`src/hw/scr_pkg.sv`:
```
/*
 * Shared constants and types for the serial configuration read-out block.
 * Assumes a single 50 MHz system clock; no other package is needed.
 */
package scr_pkg;

  // ------------------------------------------------------------------
  // sizes and reset values
  // ------------------------------------------------------------------
  localparam int          ADDR_W        = 12;
  localparam int          WORD_W        = 8;
  localparam int          FIFO_DEPTH    = 32;
  localparam logic [11:0] ADDR_RESET    = 12'h000;
  localparam logic [11:0] LAST_ADDR_DEF = 12'hfff;
  localparam logic        POL_DEF       = 1'b1;

  // ------------------------------------------------------------------
  // power-on reset timing
  // ------------------------------------------------------------------
  localparam int CLK_MHZ      = 50;
  localparam int POR_TIME_US  = 100;
  localparam int POR_CYCLES   = POR_TIME_US * CLK_MHZ;
  localparam int POR_W        = 14;

  // ------------------------------------------------------------------
  // read-out phases
  // ------------------------------------------------------------------
  typedef enum logic [1:0] {
    SCR_POWER_UP,
    SCR_IDLE,
    SCR_STREAM,
    SCR_DONE
  } scr_phase_type;

endpackage : scr_pkg

```
`src/hw/scr_fifo_if.sv`:
```
/*
 * Carrier for the word stream between memory fetch and the bit shifter.
 * Assumes both ends run on the block's single clock.
 */
`timescale 1ns/1ns
interface scr_fifo_if #(
  parameter int WIDTH = 8
);
  logic             in_valid;
  logic             in_ready;
  logic [WIDTH-1:0] in_data;
  logic             out_valid;
  logic             out_ready;
  logic [WIDTH-1:0] out_data;
  logic             flush;

  modport fifo
  (
    input  in_valid, in_data, out_ready, flush,
    output in_ready, out_valid, out_data
  );
  modport user
  (
    output in_valid, in_data, out_ready, flush,
    input  in_ready, out_valid, out_data
  );
endinterface : scr_fifo_if

```
`src/hw/scr_fifo.sv`:
```
/*
 * Word FIFO with registered read data, valid/ready on both sides.
 * Assumes one clock, synchronous active-low reset and a clock enable.
 */
`timescale 1ns/1ns
module scr_fifo #(
  parameter int WIDTH = 8,
  parameter int DEPTH = 32
)
(
  // clock and reset
  input wire logic clk,
  input wire logic rst_b,
  input wire logic ce,
  // stream
  scr_fifo_if.fifo f
);
  localparam int AW = $clog2(DEPTH);

  logic [WIDTH-1:0] mem [DEPTH];
  logic [AW-1:0]    wr_r, wr_nxt, rd_r, rd_nxt;
  logic [AW:0]      cnt_r, cnt_nxt;
  logic [WIDTH-1:0] dout_r, dout_nxt;
  logic             dv_r, dv_nxt;
  logic             push, pop, load;

  assign f.in_ready  = (cnt_r != (AW+1)'(DEPTH)) && !f.flush;
  assign f.out_valid = dv_r;
  assign f.out_data  = dout_r;

  always_comb
  begin
    push     = f.in_valid && f.in_ready;
    load     = (cnt_r != '0) && (!dv_r || f.out_ready);
    pop      = load;
    wr_nxt   = push ? wr_r + 1'b1 : wr_r;
    rd_nxt   = pop ? rd_r + 1'b1 : rd_r;
    cnt_nxt  = cnt_r + (AW+1)'(push) - (AW+1)'(pop);
    dout_nxt = load ? mem[rd_r] : dout_r;
    dv_nxt   = load ? 1'b1 : (f.out_ready ? 1'b0 : dv_r);
    if (f.flush)
    begin
      wr_nxt  = '0;
      rd_nxt  = '0;
      cnt_nxt = '0;
      dv_nxt  = 1'b0;
    end
  end

  always_ff @(posedge clk)
  begin
    if (!rst_b)
    begin
      wr_r   <= '0;
      rd_r   <= '0;
      cnt_r  <= '0;
      dv_r   <= 1'b0;
      dout_r <= '0;
    end
    else if (ce)
    begin
      wr_r   <= wr_nxt;
      rd_r   <= rd_nxt;
      cnt_r  <= cnt_nxt;
      dv_r   <= dv_nxt;
      dout_r <= dout_nxt;
    end
  end

  always_ff @(posedge clk)
  begin
    if (ce && push)
    begin
      mem[wr_r] <= f.in_data;
    end
  end

endmodule : scr_fifo

```
`src/hw/scr_readout.sv`:
```
/*
 * Read-out side of a serial configuration memory: words from the stored
 * array pass a FIFO and are shifted out MSB first, one bit per rising
 * shift clock edge, gated by chip select and reset/output-enable.
 * Assumes the link pins and data_in are asynchronous to clk and are synchronised here; the
 * array contents are a read port supplied by the surrounding chip, data
 * one cycle after address.
 */
// Notes on behaviour
// - reset level clears counter, floats data
// - reset/enable and select gate everything
// - select high after reset: halted, floating
// - select low enables counter and data
// - reset clears regardless of chip select
// - finished memory keeps data floating
// - power-up clears counter without pin reset
// - edge after last bit: cascade low
// - next memory continues on low select
// - reset pin polarity is programmable
// - program enable low leaves read-out
// - select high means standby, floating
// - rising clock advances only when enabled
// - reset with select low: chain master
// - ready held low during power-on
`timescale 1ns/1ns
module scr_readout #(
  parameter int          ADDR_W     = scr_pkg::ADDR_W,
  parameter int          WORD_W     = scr_pkg::WORD_W,
  parameter int          FIFO_DEPTH = scr_pkg::FIFO_DEPTH,
  parameter int          POR_CYCLES = scr_pkg::POR_CYCLES,
  parameter logic [ADDR_W-1:0] LAST_ADDR = scr_pkg::LAST_ADDR_DEF
)
(
  // clock, reset, enable
  input  wire logic              clk,
  input  wire logic              rst_b,
  input  wire logic              ce,
  // link pins
  input  wire logic              shift_clock,
  input  wire logic              reset_oe,
  input  wire logic              chip_select_n,
  input  wire logic              serial_program_enable_n,
  // programmed setting: 1 = reset low / enable high
  input  wire logic              reset_pol_high_en,
  // serial data pin
  input  wire logic              data_in,
  output logic                   data_out,
  output logic                   data_oe,
  // cascade output
  output logic                   chain_next_select_n,
  // open-drain ready indicator
  output logic                   ready_out,
  output logic                   ready_oe,
  // stored array read port
  output logic [ADDR_W-1:0]      mem_addr,
  output logic                   mem_rd,
  input  wire logic [WORD_W-1:0] mem_data,
  // status
  output logic                   program_mode,
  output logic                   chain_master
);
  localparam int BW = $clog2(WORD_W);
  localparam int POR_W = scr_pkg::POR_W;

  // ------------------------------------------------------------------
  // pin synchronisers
  // ------------------------------------------------------------------
  logic [4:0] s1_r, s2_r;
  logic       sclk_d_r;
  always_ff @(posedge clk)
  begin
    if (!rst_b)
    begin
      s1_r     <= 5'h1c;
      s2_r     <= 5'h1c;
      sclk_d_r <= 1'b0;
    end
    else if (ce)
    begin
      s1_r     <= {serial_program_enable_n, chip_select_n, reset_oe,
                   shift_clock, data_in};
      s2_r     <= s1_r;
      sclk_d_r <= s2_r[1];
    end
  end

  logic prog_n_s, cs_n_s, roe_s, sclk_s, sclk_rise;
  assign prog_n_s  = s2_r[4];
  assign cs_n_s    = s2_r[3];
  assign roe_s     = s2_r[2];
  assign sclk_s    = s2_r[1];
  assign sclk_rise = sclk_s && !sclk_d_r;

  // ------------------------------------------------------------------
  // gating terms
  // ------------------------------------------------------------------
  logic in_reset, enabled, readout_mode;
  assign in_reset     = (roe_s != reset_pol_high_en);
  assign readout_mode = prog_n_s;
  assign enabled = readout_mode && !in_reset && !cs_n_s;

  // ------------------------------------------------------------------
  // word stream carrier and FIFO
  // ------------------------------------------------------------------
  scr_fifo_if #(.WIDTH(WORD_W)) fq ();

  scr_fifo #(
    .WIDTH (WORD_W),
    .DEPTH (FIFO_DEPTH)
  ) u_fifo (
    .clk   (clk),
    .rst_b (rst_b),
    .ce    (ce),
    .f     (fq)
  );

  // ------------------------------------------------------------------
  // phase, counters and shifter
  // ------------------------------------------------------------------
  scr_pkg::scr_phase_type phase_r, phase_nxt;
  logic [POR_W-1:0]  por_r, por_nxt;
  logic [ADDR_W-1:0] fetch_r, fetch_nxt;
  logic [ADDR_W-1:0] out_addr_r, out_addr_nxt;
  logic              vld_r;
  logic              fetch_done_r, fetch_done_nxt;
  logic              rd_pend_r, rd_pend_nxt;
  logic [WORD_W-1:0] sh_r, sh_nxt;
  logic [BW-1:0]     bit_r, bit_nxt;
  logic              sh_valid_r, sh_valid_nxt;
  logic              last_word_r, last_word_nxt;
  logic              dout_r, dout_nxt;
  logic              doe_r, doe_nxt;
  logic              casc_n_r, casc_n_nxt;
  logic              rdy_oe_r, rdy_oe_nxt;
  logic              master_r, master_nxt;
  logic              prog_r, prog_nxt;
  logic              in_reset_d_r, in_reset_d_nxt;
  logic              clear;

  always_comb
  begin
    phase_nxt      = phase_r;
    por_nxt        = por_r;
    fetch_nxt      = fetch_r;
    out_addr_nxt   = out_addr_r;
    fetch_done_nxt = fetch_done_r;
    rd_pend_nxt    = 1'b0;
    sh_nxt         = sh_r;
    bit_nxt        = bit_r;
    sh_valid_nxt   = sh_valid_r;
    last_word_nxt  = last_word_r;
    dout_nxt       = dout_r;
    doe_nxt        = 1'b0;
    casc_n_nxt     = casc_n_r;
    rdy_oe_nxt     = rdy_oe_r;
    master_nxt     = master_r;
    prog_nxt       = !readout_mode;
    in_reset_d_nxt = in_reset;
    clear          = 1'b0;
    fq.in_valid    = vld_r;
    fq.in_data     = mem_data;
    fq.out_ready   = 1'b0;
    fq.flush       = 1'b0;

    unique case (phase_r)
      scr_pkg::SCR_POWER_UP:
      begin
        clear      = 1'b1;
        rdy_oe_nxt = 1'b1;
        if (por_r == POR_W'(POR_CYCLES - 1))
        begin
          rdy_oe_nxt = 1'b0;
          phase_nxt  = scr_pkg::SCR_IDLE;
        end
        else
        begin
          por_nxt = por_r + 1'b1;
        end
      end
      scr_pkg::SCR_IDLE, scr_pkg::SCR_STREAM, scr_pkg::SCR_DONE:
      begin
        if (in_reset || !readout_mode)
        begin
          clear     = 1'b1;
          phase_nxt = scr_pkg::SCR_IDLE;
        end
        else if (phase_r == scr_pkg::SCR_IDLE)
        begin
          phase_nxt = scr_pkg::SCR_STREAM;
        end
      end
    endcase

    if (in_reset && !in_reset_d_r)
    begin
      master_nxt = !cs_n_s;
    end

    if (clear)
    begin
      fetch_nxt      = scr_pkg::ADDR_RESET;
      out_addr_nxt   = scr_pkg::ADDR_RESET;
      fetch_done_nxt = 1'b0;
      sh_valid_nxt   = 1'b0;
      last_word_nxt  = 1'b0;
      bit_nxt        = '0;
      casc_n_nxt     = 1'b1;
      fq.flush       = 1'b1;
      fq.in_valid    = 1'b0;
    end
    else if (phase_r == scr_pkg::SCR_STREAM)
    begin
      // prefetch keeps the FIFO topped up while words remain
      // one read in flight at a time, so a full FIFO never drops a word
      if (!fetch_done_r && fq.in_ready && !rd_pend_r && !vld_r)
      begin
        rd_pend_nxt = 1'b1;
        if (fetch_r == LAST_ADDR)
        begin
          fetch_done_nxt = 1'b1;
        end
        else
        begin
          fetch_nxt = fetch_r + 1'b1;
        end
      end
      if (!sh_valid_r && fq.out_valid)
      begin
        fq.out_ready  = 1'b1;
        sh_nxt        = fq.out_data;
        sh_valid_nxt  = 1'b1;
        bit_nxt       = '0;
        last_word_nxt = (out_addr_r == LAST_ADDR);
        if (out_addr_r != LAST_ADDR)
        begin
          out_addr_nxt = out_addr_r + 1'b1;
        end
        dout_nxt      = fq.out_data[WORD_W-1];
      end
      if (enabled && sclk_rise && sh_valid_r)
      begin
        if (bit_r == BW'(WORD_W - 1))
        begin
          sh_valid_nxt = 1'b0;
          if (last_word_r)
          begin
            casc_n_nxt = 1'b0;
            phase_nxt  = scr_pkg::SCR_DONE;
          end
        end
        else
        begin
          bit_nxt  = bit_r + 1'b1;
          sh_nxt   = {sh_r[WORD_W-2:0], 1'b0};
          dout_nxt = sh_r[WORD_W-2];
        end
      end
    end

    // standby and finished memory leave the pin floating
    doe_nxt = enabled && casc_n_nxt &&
              (sh_valid_nxt || sh_valid_r) &&
              (phase_nxt == scr_pkg::SCR_STREAM);
  end

  always_ff @(posedge clk)
  begin
    if (!rst_b)
    begin
      phase_r      <= scr_pkg::SCR_POWER_UP;
      por_r        <= '0;
      fetch_r      <= scr_pkg::ADDR_RESET;
      out_addr_r   <= scr_pkg::ADDR_RESET;
      fetch_done_r <= 1'b0;
      rd_pend_r    <= 1'b0;
      sh_r         <= '0;
      bit_r        <= '0;
      sh_valid_r   <= 1'b0;
      last_word_r  <= 1'b0;
      dout_r       <= 1'b0;
      doe_r        <= 1'b0;
      casc_n_r     <= 1'b1;
      rdy_oe_r     <= 1'b1;
      master_r     <= 1'b0;
      prog_r       <= 1'b0;
      in_reset_d_r <= 1'b0;
    end
    else if (ce)
    begin
      phase_r      <= phase_nxt;
      por_r        <= por_nxt;
      fetch_r      <= fetch_nxt;
      out_addr_r   <= out_addr_nxt;
      fetch_done_r <= fetch_done_nxt;
      rd_pend_r    <= rd_pend_nxt;
      sh_r         <= sh_nxt;
      bit_r        <= bit_nxt;
      sh_valid_r   <= sh_valid_nxt;
      last_word_r  <= last_word_nxt;
      dout_r       <= dout_nxt;
      doe_r        <= doe_nxt;
      casc_n_r     <= casc_n_nxt;
      rdy_oe_r     <= rdy_oe_nxt;
      master_r     <= master_nxt;
      prog_r       <= prog_nxt;
      in_reset_d_r <= in_reset_d_nxt;
    end
  end

  // ------------------------------------------------------------------
  // array read port, registered
  // ------------------------------------------------------------------
  logic [ADDR_W-1:0] maddr_r;
  logic              mrd_r;
  always_ff @(posedge clk)
  begin
    if (!rst_b)
    begin
      maddr_r <= scr_pkg::ADDR_RESET;
      mrd_r   <= 1'b0;
      vld_r   <= 1'b0;
    end
    else if (ce)
    begin
      maddr_r <= rd_pend_nxt ? fetch_r : maddr_r;
      mrd_r   <= rd_pend_nxt;
      // array word stands the cycle after the strobe
      vld_r   <= mrd_r && !clear;
    end
  end

  // ------------------------------------------------------------------
  // outputs
  // ------------------------------------------------------------------
  assign data_out            = dout_r;
  assign data_oe             = doe_r;
  assign chain_next_select_n = casc_n_r;
  assign ready_out           = 1'b0;
  assign ready_oe            = rdy_oe_r;
  assign mem_addr            = maddr_r;
  assign mem_rd              = mrd_r;
  assign program_mode        = prog_r;
  assign chain_master        = master_r;

endmodule : scr_readout

```
`config.mk`:
```
export PLATFORM = sky130hd
export DESIGN_NAME = scr_readout
export DESIGN_NICKNAME = d
export VERILOG_FILES = /design/src/hw/scr_pkg.sv /design/src/hw/scr_fifo_if.sv /design/src/hw/scr_fifo.sv /design/src/hw/scr_readout.sv
export SDC_FILE = /design/constraint.sdc
export NUM_CORES = 1
export LEC_CHECK = 0
export ABC_AREA = 1
export BUFFER_PORTS_ARGS = -buffer_cell sky130_fd_sc_hd__buf_2
export CAP_MARGIN = 15
export CORE_MARGIN = 2
export CORE_UTILIZATION = 67
export DETAILED_ROUTE_END_ITERATION = 7
export MAX_ROUTING_LAYER = met4
export PLACE_DENSITY_LB_ADDON = 0.2
export SYNTH_ARGS = -nofsm -noshare
export SYNTH_HDL_FRONTEND = slang
export SYNTH_SLANG_ARGS = --single-unit
```
`constraint.sdc`:
```
create_clock -name clk -period 6.9 [get_ports clk]
set_input_delay 1.38 -clock clk [delete_from_list [all_inputs] [get_ports clk]]
set_output_delay 1.38 -clock clk [all_outputs]
set_load 0.01 [all_outputs]
```
---- After elaboration in Yosys (flattened, before gate mapping) ----
Memories as Yosys holds them, arrays and structs flattened. A register that Yosys moved wholly into a read port is not among the register bits.
Index checks and enable logic that the tools add are counted.
storage, ports and cells
  bits in registers ....................... 103
  memory bits (writable) .................. 256
  output and inout port bits .............. 20
  logic and storage cells ................. 174
  memories kept ........................... 1
memory list
  memory      depth  bits a word  rd ports  clocked after Yosys merged registers in  write ports  line            RTL
  u_fifo.mem  32     8            1         1                                        1            scr_fifo.sv:20  logic [WIDTH-1:0] mem [DEPTH];
operators by class
  add/subtract/negate cells ............... 8
  eq/ne operators ......................... 12
  multiplexer cells ....................... 66
  bitwise gates (word level) .............. 2
  reductions and logical operators ........ 59
operators with widths
  kind                                                                count
  12-bit two-way mux                                                  8
  1-bit two-way mux                                                   35
  12-bit by 1-bit adder with 12-bit output (second input constant)    2
  12-bit == test (second input constant)                              2
  8-bit two-way mux                                                   3
  5-bit two-way mux                                                   4
  1-bit logical AND                                                   18
  2-bit two-way mux                                                   8
  2-bit AND reduction                                                 8
  3-bit two-way mux                                                   5
  14-bit by 1-bit adder with 14-bit output (second input constant)    1
  14-bit by 13-bit == test with 1-bit output (second input constant)  1
  2-bit nonzero test                                                  7
  1-bit logical NOT                                                   13
  12-bit != test (second input constant)                              1
  4-bit AND reduction                                                 3
  5-bit by 1-bit adder with 5-bit output (second input constant)      2
  3-bit AND reduction                                                 3
  6-bit by 1-bit adder with 6-bit output                              1
  2-bit == test (second input constant)                               3
  6-bit two-way mux                                                   1
  6-bit != test (second input constant)                               1
  6-bit nonzero test                                                  1
  6-bit by 1-bit subtractor with 6-bit output                         1
  other kinds (12)                                                    15

---- Depth between registers and ports, before layout ----
  word-level depth ........................ 14
  mapped depth ............................ 17
  gate-level depth less buffers ........... 16

---- By module ----
Synthesis repeated with hierarchy kept, for this count alone.
second synthesis, totals
  cell total of the unflattened synthesis .. 1851
  area total of the unflattened synthesis .. 16649.7 sq um
by module, submodules not included
  module       instances  cells each  area each (sq um)  sequential area each (sq um)
  scr_fifo     1          1197        12215.5            8187.9
  scr_readout  1          654         4434.3             1661.6

---- Worst setup path before layout ----
No wires, ideal clock.
  kind .................................... input port to flip-flop
  start point ............................. in reset_pol_high_en
  end point ............................... reg u_fifo.cnt_r[4]
  arrival time ............................ 3.147 ns
  data required time ...................... 6.830 ns
  setup slack ............................. 3.682 ns
  stages .................................. 17
  buffers on the path ..................... 1
  cell sequence ........................... inv_1 -> nand2_1 -> nand2_2 -> nor2_4 -> nand2_2 -> buf_6 -> nor2_8 -> nand2_4 -> inv_1 -> ha_1 -> fa_1 -> nand2_1 -> nand2_1 -> a21oi_1 -> or2_2 -> nand3_1 -> a21oi_1
between the ends
  cells in the longest elaborated chain, start to end .. 11
  elaborated cells on any way between the ends .. 15
  those cells by class .................... add/sub: 2; eq/ne: 1; mux: 6; reduce/logical: 6
ends and longest elaborated chain
  item                                         line                RTL
  start, declared                              scr_readout.sv:44   input wire logic reset_pol_high_en,
  1-bit != test (*)                            scr_readout.sv:98   assign in_reset = (roe_s != reset_pol_high_en);
  1-bit logical OR (*)                         scr_readout.sv:182  if (in_reset || !readout_mode)
  1-bit two-way mux (*)                        scr_readout.sv:182
  1-bit case mux with 2 select lines (*)       scr_readout.sv:165  unique case (phase_r)
  1-bit two-way mux                            scr_readout.sv:199  if (clear)
  1-bit logical NOT                            scr_fifo.sv:27      assign f.in_ready = (cnt_r != (AW+1)'(DEPTH)) && !f.flush;
  1-bit logical AND                            scr_fifo.sv:27
  1-bit logical AND                            scr_fifo.sv:33      push = f.in_valid && f.in_ready;
  6-bit by 1-bit adder with 6-bit output       scr_fifo.sv:38      cnt_nxt = cnt_r + (AW+1)'(push) - (AW+1)'(pop);
  6-bit by 1-bit subtractor with 6-bit output  scr_fifo.sv:38
  6-bit two-way mux (*)                        scr_fifo.sv:41      if (f.flush)
  end signal, assigned                         scr_fifo.sv:64      cnt_r <= cnt_nxt;
  end, declared                                scr_fifo.sv:22      logic [AW:0] cnt_r, cnt_nxt;
Mark *: on every way between the ends. The rest lies on a longest branch, timed or not.
A chain may end at the register's enable or synchronous reset.

---- Final worst setup path ----
  start point ............................. in reset_pol_high_en
  end point ............................... mem u_fifo.mem[9][4] (enable)
between the ends
  cells in the longest elaborated chain, start to end .. 11
  elaborated cells on any way between the ends .. 12
  those cells by class .................... eq/ne: 1; mux: 6; reduce/logical: 5
ends and longest elaborated chain
  item                                         line                RTL
  1-bit != test (*)                            scr_readout.sv:98
  1-bit logical OR (*)                         scr_readout.sv:182
  1-bit two-way mux (*)                        scr_readout.sv:182
  1-bit case mux with 2 select lines (*)       scr_readout.sv:165
  1-bit two-way mux                            scr_readout.sv:199
  1-bit logical NOT                            scr_fifo.sv:27
  1-bit logical AND                            scr_fifo.sv:27
  1-bit logical AND (*)                        scr_fifo.sv:33
  1-bit logical AND (*)                        scr_fifo.sv:72      if (ce && push)
  1-bit two-way mux (*)                        scr_fifo.sv:72
  1-bit two-way mux (implied by the code) (*)  scr_fifo.sv:74      mem[wr_r] <= f.in_data;
  end, declared                                scr_fifo.sv:20
Marked as above.

==> flow_summary.yaml <==
run_status:
  outcome: "complete, no violations"
route:
  drtPass1Iterations: 6
  wl_um: 36070
  drc: 0
  vias: 12180
  drtIter0Drc: 1366
  vias_per_cell: 5.747
  wl_per_cell_um: 17.02
  antenna_left: 0
floorplan:
  coreArea_um2: 24110
  rows: 57
  fp.dieH_um: 159.8
  die_x_um: 159.8
  initial_core_util_pct: 67.46
  fp.dieArea_um2: 25530
  io_pins: 37
finish:
  final_nets: 1804
  drive_gt1_share_pct: 7.799
  layout_common_cells: "nand2_1, edfxtp_1, nand3_1"
  num_antenna_cells: 0
  fin_util_pct: 73.75
  stdcell_count: 2119
  final_common_cell: "nand2_1"
  area_delta_synth_final_pct: 9.325
sta:
  relSlewSlack_pct: 37.63
  tightest_slew_ps: 934.6
  fin_skew_ps: 15.96
  hold_viol_final: 0
  setup_violations: 0
  rsz0062_at_grt: "no"
  finalSetupTns_ps: 0
  timing.fmax_ghz: 0.2918
  slew_violations: 0
  min_period_over_period_pct: 49.67
  period_minus_slack_ps: 3427
synth:
  synth_nets: 1804
  ys_seq_area_share_pct: 60.57
  yosys_register_bits: 364
  synth_warnings: 0
  synth.avg_cell_area_um2: 9.198
  synth.distinct_cells: 43
  syn_area_um2: 16260
  netlist_instances: 1768
clock_network:
  cts_resized: 0
  clockBufferDepth: 3
  cts_hold_buffers: 0
  h-tree-depth: 2
  cts.sinks: 364
  cts_made_buffers: 38
  cts_tree: "yes"
  post_cts_buffers: 0
  worstSkewPairLatency_ps: 530
  cts-root-buf: "clkbuf_16"
  path_clk_slew_ps: 60
setup_path:
  critPathKind: "in2reg"
  arrival_ps: 3570
  cpPeakStageDelay_ps: 620
  crit_family: "simple AND/OR/NAND/NOR gates"
  crit_chain: "buf_2 -> inv_1 -> nand2_1 -> nand2_2 -> nor2_4 -> nand2_2 -> nor2_8 -> nand2_4 -> nor2_8 -> nand2_4 -> nor2_1"
  worst_path_max_delay_cell: "nor2_1"
  cp_max_fo: 20
  cp_num_buf_inv: 2
  crit_path_start_kind: "primary input"
  required_ps: 7050
  end_kind: "register"
global_routing:
  gr-total-overflow: 0
  first_global_vias: 11480
  grt_max_degree: 90
  grt_usage_pct: 28.98
  grt_antenna_before_repair: 0
  grt_pass1_wl_um: 57550
power_and_ir_drop:
  power.density_nw_per_um2: 254.9
  vdd.ir_drop.worst_mv: 0.2757
  power_leakage_nw: 6.807
hold_path:
  hold_path_class: "reg2reg"
job:
  maxCapViolations: 0
placed_design:
  io_buffers: 34
  dp.final_hpwl_um: 21130
  gp_congestion: 0.8862
  dp.cells: 2052
cell usage after synthesis:
library cell | number | area share [%]
a21oi_1 | 93 | 2.9
a21oi_2 | 1 | 0.054
a31o_2 | 2 | 0.11
a31oi_1 | 2 | 0.077
buf_1 | 8 | 0.18
buf_2 | 32 | 0.98
buf_4 | 7 | 0.32
buf_6 | 2 | 0.14
clkbuf_1 | 32 | 0.74
clkinv_1 | 2 | 0.046
conb_1 | 1 | 0.023
dfxtp_1 | 108 | 13
edfxtp_1 | 256 | 47
fa_1 | 1 | 0.12
ha_1 | 18 | 1.4
inv_1 | 141 | 3.3
inv_2 | 9 | 0.21
nand2_1 | 480 | 11
nand2_2 | 7 | 0.27
nand2_4 | 6 | 0.42
nand3_1 | 202 | 6.2
nand3_2 | 1 | 0.062
nand3_4 | 1 | 0.11
nand3b_1 | 2 | 0.092
nand4_1 | 17 | 0.65
nor2_1 | 198 | 4.6
nor2_2 | 4 | 0.15
nor2_4 | 3 | 0.21
nor2_8 | 2 | 0.25
nor3_1 | 16 | 0.49
nor3_2 | 1 | 0.062
nor3_4 | 1 | 0.10
nor3b_1 | 3 | 0.14
nor4_1 | 1 | 0.038
nor4b_1 | 1 | 0.054
o211ai_1 | 7 | 0.32
o21ai_0 | 72 | 2.2
o21ai_2 | 2 | 0.11
o21bai_1 | 1 | 0.046
o22ai_1 | 1 | 0.038
or2_2 | 4 | 0.15
xnor2_1 | 6 | 0.32
xor2_1 | 14 | 0.75
worst register-to-register path, cell delays in order, from the launching register on:
cell and delay (ps):
dfxtp_4 700, clkinv_2 630, buf_4 610, nand2_1 170
nand3_1 100, nand3_1 130, nand2_1 60, nor2_1 170
nand2_1 150, nand3_1 160, a21oi_1 80
metal layers:
metal  track usage [%]  vias to the layer above  share of wire, %
li1                  -                     5867                 -
met1             39.50                     5674                42
met2             44.94                      540                47
met3             3.792                       96               8.1
met4             11.38                        0               3.5
met5                 -                        -                 0
stage by stage:
step | setup WS [ps] | hold slack (ps) | power, W | cell area (um2)
floorplan | 3682 | 429.2 | 0.002457 | 16260
global placement | 2988 | 434.6 | 0.002499 | 16510
detailed placement | 2944 | 439.9 | 0.002502 | 16510
CTS | 3444 | 449.3 | 0.004542 | 17780
global route | 3270 | 476.9 | 0.004630 | 17780
finish | 3473 | 447.6 | 0.004532 | 17780
final timing paths:
path                                    start                                 to  slack, ps  cells past startpoint
hold / removal      chain_master$_SDFFE_PN0P_          chain_master$_SDFFE_PN0P_        450                      2
setup reg to reg  u_fifo.rd_r[0]$_SDFFE_PN0P_  u_fifo.f.out_data[2]$_SDFFE_PN0P_       3810                     10
hold reg to reg     chain_master$_SDFFE_PN0P_          chain_master$_SDFFE_PN0P_        450                      2
setup / recovery            reset_pol_high_en         u_fifo.mem[9][4]$_DFFE_PP_       3470                     11
final cells by class:
type,instances,area (um2)
sequential,364,9854
fill,1733,6327
multi-input combinational,1171,5456
clock buffer,46,1045
inverter,152,571.8
tap,324,405.4
clock inverter,21,222.7
timing repair buffer,41,222.7
power by group:
part / switching [W] / leakage, nW / internal [W] / total (W)
clock: 0.000814 / 0.610 / 0.00126 / 0.00207
sequential: 0.00000663 / 3.18 / 0.00234 / 0.00235
combinational: 0.0000884 / 3.02 / 0.0000203 / 0.000109
cell families after synthesis:
group / after synthesis / synth area share (%)
xor gates and xnor gates: 20 / 1.077
and+or+nand+nor: 950 / 25.11
AOI/OAI and AO/OA: 181 / 5.832
other: 1 / 0.02306
buffers and inverters: 233 / 5.878
adders and majority gates: 19 / 1.508
DFF: 364 / 60.57
flip-flops by register name (all words and copies together) (netlist names), 2 cells and up:
| register | cells |
|---|---|
| u_fifo.mem | 256 |
| s1_r | 4 |
| out_addr_r | 12 |
| por_r | 14 |
| sh_r | 7 |
| u_fifo.wr_r | 5 |
| s2_r | 4 |
| phase_r | 2 |
| u_fifo.rd_r | 5 |
| fetch_r | 12 |
| u_fifo.f.out_data | 8 |
| u_fifo.cnt_r | 6 |
| bit_r | 3 |
| mem_addr | 12 |
No activity file was read; power rests on OpenSTA's default activity.
